### config.mk
export PLATFORM = sky130hd
export DESIGN_NAME = fvec_feature_cfg
export DESIGN_NICKNAME = d
export VERILOG_FILES = /design/src/rtl/fvec_pkg.sv /design/src/rtl/fvec_vec_table.sv /design/src/rtl/fvec_evt_gate.sv /design/src/rtl/fvec_feature_cfg.sv
export SDC_FILE = /design/constraint.sdc
export NUM_CORES = 1
export LEC_CHECK = 0
export ABC_AREA = 0
export BUFFER_PORTS_ARGS = -buffer_cell sky130_fd_sc_hd__buf_2
export CAP_MARGIN = 20
export CORE_ASPECT_RATIO = 1.4
export CORE_MARGIN = 4
export CORE_UTILIZATION = 45
export DETAILED_ROUTE_END_ITERATION = 16
export PLACE_DENSITY = 0.78
export SYNTH_ARGS = -nofsm -noshare
export SYNTH_HDL_FRONTEND = slang
export SYNTH_SLANG_ARGS = --single-unit
### constraint.sdc
create_clock -name mclk_i -period 1.7 [get_ports mclk_i]
set_input_delay 0.17 -clock mclk_i [delete_from_list [all_inputs] [get_ports mclk_i]]
set_output_delay 0.17 -clock mclk_i [all_outputs]
set_load 0.1 [all_outputs]
### src/rtl/fvec_pkg.sv
package fvec_pkg;

  // feature identifiers decoded by this bank
  localparam logic [7:0]  FID_VEC_CFG      = 8'h09;
  localparam logic [7:0]  FID_ATOMIC       = 8'h0a;
  localparam logic [7:0]  FID_AEN          = 8'h0b;

  // per-vector configuration dword 11 layout
  localparam int          VEC_IDX_LSB      = 0;
  localparam int          VEC_IDX_W        = 16;
  localparam int          COAL_OFF_POS     = 16;

  // atomicity control dword 11 layout
  localparam int          NORM_ATOM_POS    = 0;

  // event enable mask layout
  localparam int          AEN_FW_POS       = 9;
  localparam int          AEN_NS_POS       = 8;
  localparam int          AEN_HEALTH_LSB   = 0;
  localparam int          AEN_HEALTH_W     = 8;
  localparam int          AEN_W            = 10;

  // vectors served by the table
  localparam int          NUM_VEC          = 32;
  localparam int          VEC_SEL_W        = 5;

  // reset values
  localparam logic        COAL_OFF_RST     = 1'b0;
  localparam logic        NORM_ATOM_RST    = 1'b0;
  localparam logic [9:0]  AEN_MASK_RST     = 10'h000;

  // completion status codes
  localparam logic [7:0]  STS_SUCCESS      = 8'h00;
  localparam logic [7:0]  STS_INVALID_FLD  = 8'h02;

  typedef struct packed {
    logic        set;
    logic [7:0]  fid;
    logic [31:0] dw11;
  } fvec_cmd_t;

  typedef struct packed {
    logic [31:0] dw0;
    logic [7:0]  status;
  } fvec_cpl_t;

  typedef struct packed {
    logic        valid;
    logic        admin;
    logic [15:0] vec;
  } fvec_post_t;

endpackage

### src/rtl/fvec_vec_table.sv
`timescale 1ns/1ps
module fvec_vec_table (
  input  wire logic                         mclk_i,
  input  wire logic                         rst_i,
  input  wire logic                         wr_en_i,
  input  wire logic [fvec_pkg::VEC_SEL_W-1:0] wr_idx_i,
  input  wire logic                         wr_bit_i,
  input  wire logic [fvec_pkg::VEC_SEL_W-1:0] rd_idx_i,
  output logic                              rd_bit_o,
  input  wire logic [fvec_pkg::VEC_SEL_W-1:0] post_idx_i,
  output logic                              post_bit_o,
  output logic [fvec_pkg::NUM_VEC-1:0]      all_o
);

  logic [fvec_pkg::NUM_VEC-1:0] bits_r;

  // coalescing stays on for every vector until the host turns it off
  always_ff @(posedge mclk_i) begin
    if (rst_i) begin
      bits_r <= {fvec_pkg::NUM_VEC{fvec_pkg::COAL_OFF_RST}};
    end else if (wr_en_i) begin
      bits_r[wr_idx_i] <= wr_bit_i;
    end
  end

  assign rd_bit_o   = bits_r[rd_idx_i];
  assign post_bit_o = bits_r[post_idx_i];
  assign all_o      = bits_r;

endmodule

### src/rtl/fvec_evt_gate.sv
`timescale 1ns/1ps
module fvec_evt_gate #(
  parameter int W = 1
) (
  input  wire logic         mclk_i,
  input  wire logic         rst_i,
  input  wire logic [W-1:0] lvl_i,
  input  wire logic [W-1:0] en_i,
  output logic [W-1:0]      evt_o
);

  logic [W-1:0] prev_r;

  always_ff @(posedge mclk_i) begin
    if (rst_i) begin
      prev_r <= '0;
    end else begin
      prev_r <= lvl_i;
    end
  end

  // one notice per rising edge; a condition that stays high fires only once
  always_ff @(posedge mclk_i) begin
    if (rst_i) begin
      evt_o <= '0;
    end else begin
      evt_o <= lvl_i & ~prev_r & en_i;
    end
  end

endmodule

### src/rtl/fvec_feature_cfg.sv
`timescale 1ns/1ps
module fvec_feature_cfg (
  input  wire logic                          mclk_i,
  input  wire logic                          rst_i,
  input  wire logic                          cmd_valid_i,
  input  wire fvec_pkg::fvec_cmd_t           cmd_i,
  input  wire logic [fvec_pkg::NUM_VEC-1:0]  vec_iocq_ok_i,
  input  wire fvec_pkg::fvec_post_t          post_i,
  input  wire logic                          fw_act_start_i,
  input  wire logic                          ns_attr_chg_i,
  input  wire logic [7:0]                    health_warn_i,
  output logic                               cpl_valid_o,
  output fvec_pkg::fvec_cpl_t                cpl_o,
  output logic                               post_valid_o,
  output logic                               post_nocoal_o,
  output logic [fvec_pkg::NUM_VEC-1:0]       coalesce_off_vec_o,
  output logic                               normal_atomicity_off_o,
  output logic                               honor_normal_atomic_o,
  output logic                               aen_fw_act_o,
  output logic                               aen_ns_attr_o,
  output logic [7:0]                         aen_health_o
);

  // ---------------------------------------------------------------
  // command decode
  // ---------------------------------------------------------------
  logic                              hit_vec;
  logic                              hit_atom;
  logic                              hit_aen;
  logic [fvec_pkg::VEC_IDX_W-1:0]    cmd_vec_idx;
  logic                              cmd_vec_in_range;
  logic [fvec_pkg::VEC_SEL_W-1:0]    cmd_vec_sel;
  logic                              cmd_vec_ok;
  logic                              cmd_coal_off;

  assign hit_vec  = cmd_valid_i && (cmd_i.fid == fvec_pkg::FID_VEC_CFG);
  assign hit_atom = cmd_valid_i && (cmd_i.fid == fvec_pkg::FID_ATOMIC);
  assign hit_aen  = cmd_valid_i && (cmd_i.fid == fvec_pkg::FID_AEN);

  // index field sits in the low half of dword 11
  assign cmd_vec_idx = cmd_i.dw11[fvec_pkg::VEC_IDX_LSB +: fvec_pkg::VEC_IDX_W];
  assign cmd_vec_in_range = (cmd_vec_idx < 16'(fvec_pkg::NUM_VEC));
  assign cmd_vec_sel = cmd_vec_idx[fvec_pkg::VEC_SEL_W-1:0];
  assign cmd_coal_off = cmd_i.dw11[fvec_pkg::COAL_OFF_POS];

  // a vector with no I/O completion queue behind it is refused as well
  assign cmd_vec_ok = cmd_vec_in_range && vec_iocq_ok_i[cmd_vec_sel];

  // ---------------------------------------------------------------
  // per-vector coalescing table
  // ---------------------------------------------------------------
  logic                              tbl_wr_en;
  logic                              tbl_rd_bit;
  logic                              tbl_post_bit;
  logic [fvec_pkg::NUM_VEC-1:0]      tbl_all;
  logic [fvec_pkg::VEC_SEL_W-1:0]    post_sel;
  logic                              post_in_range;

  // a refused set leaves the table untouched
  assign tbl_wr_en = hit_vec && cmd_i.set && cmd_vec_ok;

  assign post_in_range = (post_i.vec < 16'(fvec_pkg::NUM_VEC));
  assign post_sel      = post_i.vec[fvec_pkg::VEC_SEL_W-1:0];

  fvec_vec_table u_vec_table (
    .mclk_i     (mclk_i),
    .rst_i      (rst_i),
    .wr_en_i    (tbl_wr_en),
    .wr_idx_i   (cmd_vec_sel),
    .wr_bit_i   (cmd_coal_off),
    .rd_idx_i   (cmd_vec_sel),
    .rd_bit_o   (tbl_rd_bit),
    .post_idx_i (post_sel),
    .post_bit_o (tbl_post_bit),
    .all_o      (tbl_all)
  );

  // ---------------------------------------------------------------
  // atomicity control
  // ---------------------------------------------------------------
  logic norm_atom_off_r;

  always_ff @(posedge mclk_i) begin
    if (rst_i) begin
      norm_atom_off_r <= fvec_pkg::NORM_ATOM_RST;
    end else if (hit_atom && cmd_i.set) begin
      // only bit 0 is kept; the rest of dword 11 is dropped
      norm_atom_off_r <= cmd_i.dw11[fvec_pkg::NORM_ATOM_POS];
    end
  end

  // ---------------------------------------------------------------
  // asynchronous event enable mask
  // ---------------------------------------------------------------
  logic [fvec_pkg::AEN_W-1:0] aen_mask_r;

  always_ff @(posedge mclk_i) begin
    if (rst_i) begin
      aen_mask_r <= fvec_pkg::AEN_MASK_RST;
    end else if (hit_aen && cmd_i.set) begin
      aen_mask_r <= cmd_i.dw11[fvec_pkg::AEN_W-1:0];
    end
  end

  // ---------------------------------------------------------------
  // completion for set and get
  // ---------------------------------------------------------------
  logic                  cpl_valid_nxt;
  fvec_pkg::fvec_cpl_t   cpl_nxt;

  always_comb begin
    cpl_valid_nxt = 1'b0;
    cpl_nxt       = '0;
    if (hit_vec) begin
      cpl_valid_nxt = 1'b1;
      if (!cmd_vec_ok) begin
        cpl_nxt.status = fvec_pkg::STS_INVALID_FLD;
      end else begin
        cpl_nxt.status = fvec_pkg::STS_SUCCESS;
        cpl_nxt.dw0[fvec_pkg::VEC_IDX_LSB +: fvec_pkg::VEC_IDX_W] = cmd_vec_idx;
        // a set echoes the new value, a get the stored one
        cpl_nxt.dw0[fvec_pkg::COAL_OFF_POS] = cmd_i.set ? cmd_coal_off : tbl_rd_bit;
      end
    end else if (hit_atom) begin
      cpl_valid_nxt = 1'b1;
      cpl_nxt.status = fvec_pkg::STS_SUCCESS;
      cpl_nxt.dw0[fvec_pkg::NORM_ATOM_POS] =
        cmd_i.set ? cmd_i.dw11[fvec_pkg::NORM_ATOM_POS] : norm_atom_off_r;
    end else if (hit_aen) begin
      cpl_valid_nxt = 1'b1;
      cpl_nxt.status = fvec_pkg::STS_SUCCESS;
      cpl_nxt.dw0[fvec_pkg::AEN_W-1:0] =
        cmd_i.set ? cmd_i.dw11[fvec_pkg::AEN_W-1:0] : aen_mask_r;
    end
  end

  always_ff @(posedge mclk_i) begin
    if (rst_i) begin
      cpl_valid_o <= 1'b0;
      cpl_o       <= '0;
    end else begin
      cpl_valid_o <= cpl_valid_nxt;
      cpl_o       <= cpl_nxt;
    end
  end

  // ---------------------------------------------------------------
  // coalescing verdict per posted completion
  // ---------------------------------------------------------------
  logic post_nocoal_nxt;

  // admin completions bypass coalescing regardless of the table;
  // an unknown vector keeps the default, coalescing on
  always_comb begin
    if (post_i.admin) begin
      post_nocoal_nxt = 1'b1;
    end else if (post_in_range) begin
      post_nocoal_nxt = tbl_post_bit;
    end else begin
      post_nocoal_nxt = 1'b0;
    end
  end

  always_ff @(posedge mclk_i) begin
    if (rst_i) begin
      post_valid_o  <= 1'b0;
      post_nocoal_o <= 1'b0;
    end else begin
      post_valid_o  <= post_i.valid;
      post_nocoal_o <= post_i.valid && post_nocoal_nxt;
    end
  end

  always_ff @(posedge mclk_i) begin
    if (rst_i) begin
      coalesce_off_vec_o <= '0;
    end else begin
      coalesce_off_vec_o <= tbl_all;
    end
  end

  // ---------------------------------------------------------------
  // atomicity outputs to the write path
  // ---------------------------------------------------------------
  always_ff @(posedge mclk_i) begin
    if (rst_i) begin
      normal_atomicity_off_o <= fvec_pkg::NORM_ATOM_RST;
      honor_normal_atomic_o  <= ~fvec_pkg::NORM_ATOM_RST;
    end else begin
      normal_atomicity_off_o <= norm_atom_off_r;
      // power-fail limits are always honored; only the normal ones drop
      honor_normal_atomic_o  <= ~norm_atom_off_r;
    end
  end

  // ---------------------------------------------------------------
  // event notification gating
  // ---------------------------------------------------------------
  logic [1:0] misc_lvl;
  logic [1:0] misc_en;
  logic [1:0] misc_evt;

  assign misc_lvl = {fw_act_start_i, ns_attr_chg_i};
  assign misc_en  = {aen_mask_r[fvec_pkg::AEN_FW_POS], aen_mask_r[fvec_pkg::AEN_NS_POS]};

  fvec_evt_gate #(
    .W (2)
  ) u_gate_misc (
    .mclk_i (mclk_i),
    .rst_i  (rst_i),
    .lvl_i  (misc_lvl),
    .en_i   (misc_en),
    .evt_o  (misc_evt)
  );

  fvec_evt_gate #(
    .W (fvec_pkg::AEN_HEALTH_W)
  ) u_gate_health (
    .mclk_i (mclk_i),
    .rst_i  (rst_i),
    .lvl_i  (health_warn_i),
    .en_i   (aen_mask_r[fvec_pkg::AEN_HEALTH_LSB +: fvec_pkg::AEN_HEALTH_W]),
    .evt_o  (aen_health_o)
  );

  assign aen_fw_act_o  = misc_evt[1];
  assign aen_ns_attr_o = misc_evt[0];

endmodule

After elaboration in Yosys (flattened, before gate mapping)

Cells that the tools add are included.

RAM bits: 0
ROM bits: 0
Bits in latches: 0
Input port bits: 104
Flip-flop bits (word level): 140
Memories kept: 0
Logic and storage cells: 68

Reductions and logical operators: 11
Multipliers: 0
Multiplexer cells: 23
Equality and inequality tests: 3
Bitwise gates (word level): 9
Shift-type cells: 0
Divide/modulo/power cells: 0
Add/sub/neg operators: 0
$lt $le $gt $ge: 5

Operators by type and width:

| kind                                                                                 | number |
|---|---|
| 18-bit 2-to-1 mux                                                                    | 2 |
| 32-bit bitwise mux                                                                   | 1 |
| 16-bit by 6-bit less-than comparator with 1-bit output (second input constant)       | 2 |
| 8-bit by 4-bit == test with 1-bit output (second input constant)                     | 3 |
| 10-bit 2-to-1 mux                                                                    | 2 |
| 9-bit 2-to-1 mux                                                                     | 2 |
| 8-bit bitwise AND                                                                    | 2 |
| 1-bit binary-select mux with 5-bit select                                            | 3 |
| 5-bit by 6-bit less-than comparator with 1-bit output (second input constant)        | 2 |
| 1-bit 2-to-1 mux                                                                     | 11 |
| 1-bit logical AND                                                                    | 10 |
| 8-bit inverter                                                                       | 1 |
| 1-bit demux with 5-bit select                                                        | 1 |
| 5-bit by 1-bit greater-or-equal comparator with 1-bit output (second input constant) | 1 |
| 2-bit bitwise AND                                                                    | 2 |
| 1-bit inverter                                                                       | 3 |
| 3-bit OR reduction                                                                   | 1 |
| 2-bit 2-to-1 mux                                                                     | 1 |
| 2-bit inverter                                                                       | 1 |

Depth between registers and ports, before layout

Gate-level depths: netlist of run 1.

Word-level depth: 5
Gate-level depth with buffers: 8

By module

From an unflattened synthesis of run 1, not the netlist that was laid out.

Cell total of the unflattened synthesis: 541
Area, all modules: 5,227.5 sq um

Modules (own cells, without submodules):

| module                         | area an instance (sq um) | seq. area each (sq um) | times used | cells an instance |
|---|---|---|---|---|
| fvec_feature_cfg               | 2,586.2                  | 1,321.3                | 1          | 236 |
| fvec_vec_table                 | 2,026.9                  | 640.6                  | 1          | 264 |
| fvec_evt_gate at u_gate_health | 491.7                    | 320.3                  | 1          | 33 |
| fvec_evt_gate at u_gate_misc   | 122.6                    | 80.1                   | 1          | 8 |

Worst setup path after synthesis of run 1

No wires, ideal clock.

Path kind: input to register
Start: input port cmd_i[1] (netlist name)
End: register cpl_o[24] (netlist name)
Setup time: 0.123 ns
Data arrival time: 1.589 ns
Required time: 1.577 ns
Stages: 8
Slack: -0.013 ns
Cells stage by stage: buf_6 > buf_6 > buf_2 > mux4_2 > mux2i_1 > o22ai_1 > a311oi_1 > nor3_1

Longest elaborated chain between the ends: 5
Elaborated cells between the ends (all ways): 9
Classes of those cells: order compare (1); mux (5); bitwise (1); reduce/logical (2)

Ends and longest elaborated chain:

| item                                                                                                           | line                    | RTL |
|---|---|---|
| start: declaration                                                                                             | fvec_feature_cfg.sv:6   | `input wire fvec_pkg::fvec_cmd_t cmd_i,` |
| parallel branches: the longest is 5 deep, another holds 16-bit by 6-bit less-than comparator with 1-bit output | -                       |  |
| end signal: assignment                                                                                         | fvec_feature_cfg.sv:143 | `cpl_o <= cpl_nxt;` |
| end: declaration                                                                                               | fvec_feature_cfg.sv:13  | `output fvec_pkg::fvec_cpl_t cpl_o,` |

Parallel ways; which one is timed is not known. The select of a mux whose other input is x is not followed.
A chain may end at the register's enable or synchronous reset.

Final worst setup path of run 1

Start: register u_vec_table.bits_r (netlist bit u_vec_table.all_o[26])
End: register post_nocoal_o

Longest elaborated chain between the ends: 5

Ends and longest elaborated chain:

| item                                      | line                    | RTL |
|---|---|---|
| start: declaration                        | fvec_vec_table.sv:15    | `logic [fvec_pkg::NUM_VEC-1:0] bits_r;` |
| start signal: assignment                  | fvec_vec_table.sv:20    | `bits_r <= {fvec_pkg::NUM_VEC{fvec_pkg::COAL_OFF_RST}};` |
| start signal: indexed assignment          | fvec_vec_table.sv:22    | `bits_r[wr_idx_i] <= wr_bit_i;` |
| 1-bit binary-select mux with 5-bit select | fvec_vec_table.sv:27    | `assign post_bit_o = bits_r[post_idx_i];` |
| 1-bit 2-to-1 mux (not written as such)    | fvec_vec_table.sv:27    |  |
| 1-bit 2-to-1 mux                          | fvec_feature_cfg.sv:157 | `end else if (post_in_range) begin` |
| 1-bit 2-to-1 mux                          | fvec_feature_cfg.sv:155 | `if (post_i.admin) begin` |
| 1-bit logical AND                         | fvec_feature_cfg.sv:170 | `post_nocoal_o <= post_i.valid && post_nocoal_nxt;` |
| end signal: assignment                    | fvec_feature_cfg.sv:170 |  |
| end: declaration                          | fvec_feature_cfg.sv:15  | `output logic post_nocoal_o,` |

Every way passes these cells. The select of a mux whose other input is x is not followed.

==> impl_metrics.tcl, run 1 <==
set metrics [dict create \
    outcome "finished clean" \
    met2_wirelength_um 7950 \
    placement_rows 46 \
    width_of_the_chip_um 99.7 \
    post-route-period-util_pct 99.4 \
    cts-root-to-sink-buffers 2 \
    grt_max_degree 33 \
    leakage_nw 3.64 \
    startpoint_type "flop" \
    setup_repair_after_global_routing_missed_its_margin "true" \
    tritoncts "built" \
    yosys_warnings 0 \
    layout.cells.most_common_list "buf_2 (153), dfxtp_1 (113), nand2_1 (71)" \
    hold_viol_final 0 \
    cts_setup_buffers 0 \
    die-area_um2 13600 \
    initial_core_util_pct 46.3 \
    synthFlopType "dfxtp_1" \
    cellInternalPower_w 0.00566 \
    power.switching_fraction_pct 24.3 \
    path_max_fanout 3 \
    core_area_um2 11500 \
    tightestPinTransition_ns 0.545 \
    insertion_delay_ns 0.41 \
    net-switching-power_w 0.00182 \
    cellPowerDensity_nw_per_um2 1030 \
    drtAntennaViolNets 0 \
    areaGrowthSynthToFinish_pct 37.0 \
    drt-vias-per-instance 5.18 \
    critPathArrivalTime_ns 1.98 \
    hpwl_um 11400 \
    ios 191 \
    seq_power_share_pct 37.3 \
    timing.hold.worst.class "input pin to flop" \
    detailroute.via_count 4637 \
    synth_cell_type_count 55 \
    syn_inst 523 \
    timing.final.setup_violations 0 \
    totalWireLength_um 14900 \
    slew_violations 0 \
    synthesis.area_per_instance_um2 10.1 \
    number_of_nets_in_the_layout 842 \
    top_cells_by_area_in_the_synthesized_netlist "dfxtp_1 (45%), mux2i_1 (8.1%), mux4_2 (8.1%)" \
    numPortBuffers 153 \
    crit_type "flop to flop" \
    endpoint_class_of_the_critical_path "flop" \
    post-route-drc-count 0 \
    max_cap_viols 0 \
    h-tree-depth 4 \
    antenna_found_initial 0 \
    drt-initial-drc-count 278 \
    cts_buffers 17 \
    synthesis.area_um2 5300 \
    skew_ns 0.00986 \
    clock-sinks 118 \
    clock-root-buffer "clkbuf_16" \
    cp_data_required_time_ns 1.99 \
    globalplace.congestion 0.961 \
    slew-limit-headroom_pct 63.7 \
    num_antenna_cells 0 \
    die_y_um 136 \
    synth_async_sr_flop_share_pct 0 \
    min_period_ns 1.69 \
    seq_area_frac_synth_pct 44.5 \
    firstDrtPassIters 5 \
    synth_largest_area_cell "dfxtp_1" \
    max_clock_freq_mhz 592 \
    synth_enable_flop_cells 0 \
    grt_first_pass_wirelength_um 23600 \
    detail_route.wirelength.met1_um 5310 \
    fin_total_pwr_w 0.00748 \
    number_of_global_route_vias_before_repair 4849 \
    synth.ff_latch_count 118 \
    cell_count_final_fillers_out 895 \
    detailroute.wirelength.met3_um 1080 \
    clk_transition_reported_paths_ns 0.06 \
    post-place-cells 862 \
    final_layout_size_suffix_gt1_share_pct 41.9 \
    synth_top_area_share_pct 44.5 \
    worst_ir_drop_vdd_mv 0.651 \
    highest_layer "met4" \
    avgRoutedWirePerCell_um 16.6 \
    clock_power_share_pct 51.6 \
    grtUsageTotal_pct 22.3 \
    power_frac_comb_pct 11.0 \
    globalRouteOverflowTotal 0 \
    mostFrequentLayoutCell "buf_2" \
]
[layer usage]
layer / track usage, % / vias to the layer above
met1: 23.5 / 2172
met4: 10.6 / 0
met3: 5.85 / 43
met2: 40.5 / 213
li1: - / 2209
met5: 0 / -
[what timing repair did]
item | in CTS | in global routing
endpoints found under the setup margin | 1 | 1
endpoints found under the hold margin | 1 | 0
hold buffers | 1 | 0
resized for setup | 5 | 2
[sequential cells by signal, indices dropped and copies added (netlist names), 2 cells and up]
| signal | count |
|---|---|
| u_gate_health.evt_o | 8 |
| u_gate_misc.prev_r | 2 |
| u_gate_health.prev_r | 8 |
| u_vec_table.all_o | 32 |
| u_gate_misc.evt_o | 2 |
| cpl_o | 18 |
| coalesce_off_vec_o | 32 |
| aen_mask_r | 10 |
[per-stage QoR]
step | instance area, µm² | util (%) | worst slack, ns | setup TNS (ns) | hold WS (ns)
2_1_floorplan | 5410 | - | 0.0100 | 0 | 0.249
3_3_place_gp | 6590 | 57.5 | -0.238 | -6.32 | 0.368
3_5_place_dp | 6590 | 57.5 | -0.293 | -8.06 | 0.378
4_1_cts | 7260 | 63.4 | 0.000256 | 0 | 0.000407
5_1_grt | 7260 | 63.4 | -0.0138 | -0.0138 | 0.00925
6_report | 7260 | 63.4 | 0.0104 | 0 | 0.0139
[power groups by stage]
stage               registers [W]  clock network (W)  logic (W)
finish                    0.00279            0.00386   0.000824
global route              0.00279            0.00407   0.000868
CTS                       0.00279            0.00391   0.000821
detailed placement        0.00285                  0   0.000814
global placement          0.00285                  0   0.000801
floorplan                 0.00293                  0   0.000505
[area by class of cell]
cell class,count,area [µm²]
fill,965,4190
multi-input combinational,344,2580
sequential,118,2370
timing repair buffer,219,1340
clock buffer,21,480
tap,144,180
clock inverter,11,171
inverter,38,143
[cells by family after synthesis]
family                    Yosys count  share of synthesized area (%)
AOI/OAI and AO/OA                  39                           4.86
muxes                              72                           18.8
DFF                               118                           44.5
and+or+nand+nor                   204                           22.7
xor gates and xnor gates            1                          0.165
buffers and inverters              88                           8.90
other                               1                         0.0707
[critical path, cell delays in order (launching register included)]
cell	delay, ns
dfxtp_2	0.34
mux4_2	0.45
mux4_2	0.49
mux2i_2	0.21
o21ai_1	0.08
[synth_stat cells (4+ instances only)]
| cell type | n |
|---|---|
| a21oi_1 | 17 |
| and3b_1 | 10 |
| buf_2 | 8 |
| buf_4 | 25 |
| buf_6 | 5 |
| clkbuf_1 | 10 |
| dfxtp_1 | 118 |
| inv_1 | 37 |
| mux2_2 | 5 |
| mux2i_1 | 43 |
| mux4_2 | 19 |
| nand2_1 | 71 |
| nand2b_1 | 4 |
| nand3_1 | 8 |
| nand3_2 | 20 |
| nand4_1 | 12 |
| nor2_1 | 18 |
| nor2b_1 | 13 |
| nor3_1 | 16 |
| nor4_1 | 5 |
| o22ai_1 | 4 |
[worst paths after layout]
check                                           start                       to  slack [ns]  cells after the start
worst max-delay path            u_vec_table.all_o[26]            post_nocoal_o        0.01                      4
worst min register to register        norm_atom_off_r    honor_normal_atomic_o        0.46                      1
worst min-delay path                 health_warn_i[7]  u_gate_health.prev_r[7]        0.01                      2
worst max register to register  u_vec_table.all_o[26]            post_nocoal_o        0.01                      4
Power figures use the tool's default switching activity.
==> run 2: changes to the inputs <==
- MAX_ROUTING_LAYER: not set -> met4
- RECOVER_POWER: not set -> 100
==> run 2 against run 1 <==
Against the previous run:
- sequential share of layout area increased by 0.62 points
- power decreased by 3.0%
- sequential power about the same
- hold slack improved by 0.012 ns
- sequential cell count unchanged
- utilization decreased by 1.2 points
- routed wire length increased by 0.59%
- global-route usage about the same
- clock skew decreased by 0.0039 ns
- via count increased by 0.58%
- worst setup slack improved by 0.038 ns
- critical endpoint is now cpl_o[24]
==> impl_metrics.tcl, run 2 (synthesized netlist as in run 1, its figures left out) <==
set metrics [dict create \
    ios 191 \
    hold_path_depth 2 \
    insertion_delay_ns 0.41 \
    grt_first_pass_wirelength_um 22900 \
    finish.instance_area_um2 7120 \
    setup_repair_after_global_routing_missed_its_margin "false" \
    tritoncts "built" \
    slew_violations 0 \
    number_of_nets_in_the_layout 843 \
    grtUsageTotal_pct 22.3 \
    post-route-period-util_pct 97.1 \
    cts_setup_buffers 0 \
    timing.final.setup_violations 0 \
    cts-root-to-sink-buffers 2 \
    cp_data_required_time_ns 1.99 \
    critical-path-max-stage-delay_ns 0.50 \
    areaGrowthSynthToFinish_pct 34.3 \
    numPortBuffers 153 \
    worst_ir_drop_vdd_mv 0.780 \
    met2_wirelength_um 7960 \
    cts_buffers 17 \
    cp_num_buf_inv 1 \
    num_antenna_cells 0 \
    firstDrtPassIters 5 \
    detailroute.wirelength.met3_um 976 \
    totalWireLength_um 14900 \
    globalplace.congestion 0.948 \
    drt-vias-per-instance 5.21 \
    antenna_found_initial 0 \
    startpoint_type "flop" \
    highest_layer "met4" \
    drtAntennaViolNets 0 \
    path_max_fanout 2 \
    die_y_um 136 \
    cpLargestDelayFamily "multiplexers" \
    max_clock_freq_mhz 606 \
    cell_by_cell_listing_of_the_critical_path "buf_4, mux4_2, mux2i_1, o22ai_1, a311oi_1, nor3_1" \
    hpwl_um 11500 \
    clock-root-buffer "clkbuf_16" \
    critPathArrivalTime_ns 1.94 \
    h-tree-depth 4 \
    drt-initial-drc-count 262 \
    worst_path_max_delay_cell "mux4_2" \
    timing.hold.worst.class "input pin to flop" \
    outcome "finished clean" \
    leakage_nw 3.56 \
    die-area_um2 13600 \
    final_layout_size_suffix_gt1_share_pct 38.4 \
    avgRoutedWirePerCell_um 16.7 \
    max_cap_viols 0 \
    layout.cells.most_common_list "dfxtp_1 (114), buf_2 (85), nand2_1 (71)" \
    endpoint_class_of_the_critical_path "flop" \
    skew_ns 0.00595 \
    crit_type "flop to flop" \
    slew-limit-headroom_pct 28.1 \
    dpl_cell_area_um2 6580 \
    min_period_ns 1.65 \
    width_of_the_chip_um 99.7 \
    initial_core_util_pct 46.3 \
    post-route-drc-count 0 \
    detailroute.via_count 4664 \
    fillCellCount 967 \
    ff2ff_path_depth 6 \
    placement_rows 46 \
    clk_transition_reported_paths_ns 0.05 \
    grt_max_degree 33 \
    cellPowerDensity_nw_per_um2 1020 \
    hold_viol_final 0 \
    number_of_global_route_vias_before_repair 4702 \
    critical_path_depth 6 \
    globalRouteOverflowTotal 0 \
    core_area_um2 11500 \
    detail_route.wirelength.met1_um 5570 \
    fin_total_pwr_w 0.00726 \
    clock-sinks 118 \
    tightestPinTransition_ns 1.08 \
    mostFrequentLayoutCell "dfxtp_1" \
]
run 2: worst paths after layout:
check                                      startpoint                       to  slack [ns]
worst max-delay path            u_vec_table.all_o[31]                cpl_o[24]        0.05
worst min-delay path                 health_warn_i[5]  u_gate_health.prev_r[5]        0.03
worst max register to register  u_vec_table.all_o[31]                cpl_o[24]        0.05
worst min register to register        norm_atom_off_r    honor_normal_atomic_o        0.45
run 2: metrics by stage:
stage               util, %  worst slack, ns  TNS [ns]  cells  hold WS (ns)
floorplan                 -           0.0100         0    550         0.249
global placement       57.4           -0.243     -6.21    860         0.367
detailed placement     57.4           -0.269     -7.28    860         0.381
CTS                    63.1           0.0435         0    896       0.00666
global route           62.2          0.00241         0    896        0.0276
finish                 62.2           0.0485         0    896        0.0255
run 2: what timing repair did:
action | in CTS | in global routing
hold buffers | 4 | 0
setup endpoints to repair | 0 | 2
endpoints found under the hold margin | 4 | 0
gates resized for setup | 0 | 6
run 2: final cells by class:
class | count | area (µm²) | share of cell area (%)
Multi-Input combinational cell | 344 | 2480 | 34.9
Sequential cell | 118 | 2370 | 33.2
Timing Repair Buffer | 220 | 1330 | 18.7
Clock buffer | 18 | 439 | 6.17
Tap cell | 144 | 180 | 2.53
Clock inverter | 14 | 175 | 2.46
Inverter | 38 | 143 | 2.00
run 2: metal layers:
layer / global-route usage, % / vias up
met5: - / -
met4: 11.0 / 0
met3: 3.90 / 45
met2: 40.0 / 205
met1: 23.3 / 2201
li1: - / 2213
run 2: report_power, final:
part	internal (W)	leakage [nW]	switching, W
combinational	0.000258	2.30	0.000551
sequential	0.00279	0.958	0.00000537
clock	0.00235	0.293	0.00130
total	0.00540	3.56	0.00186
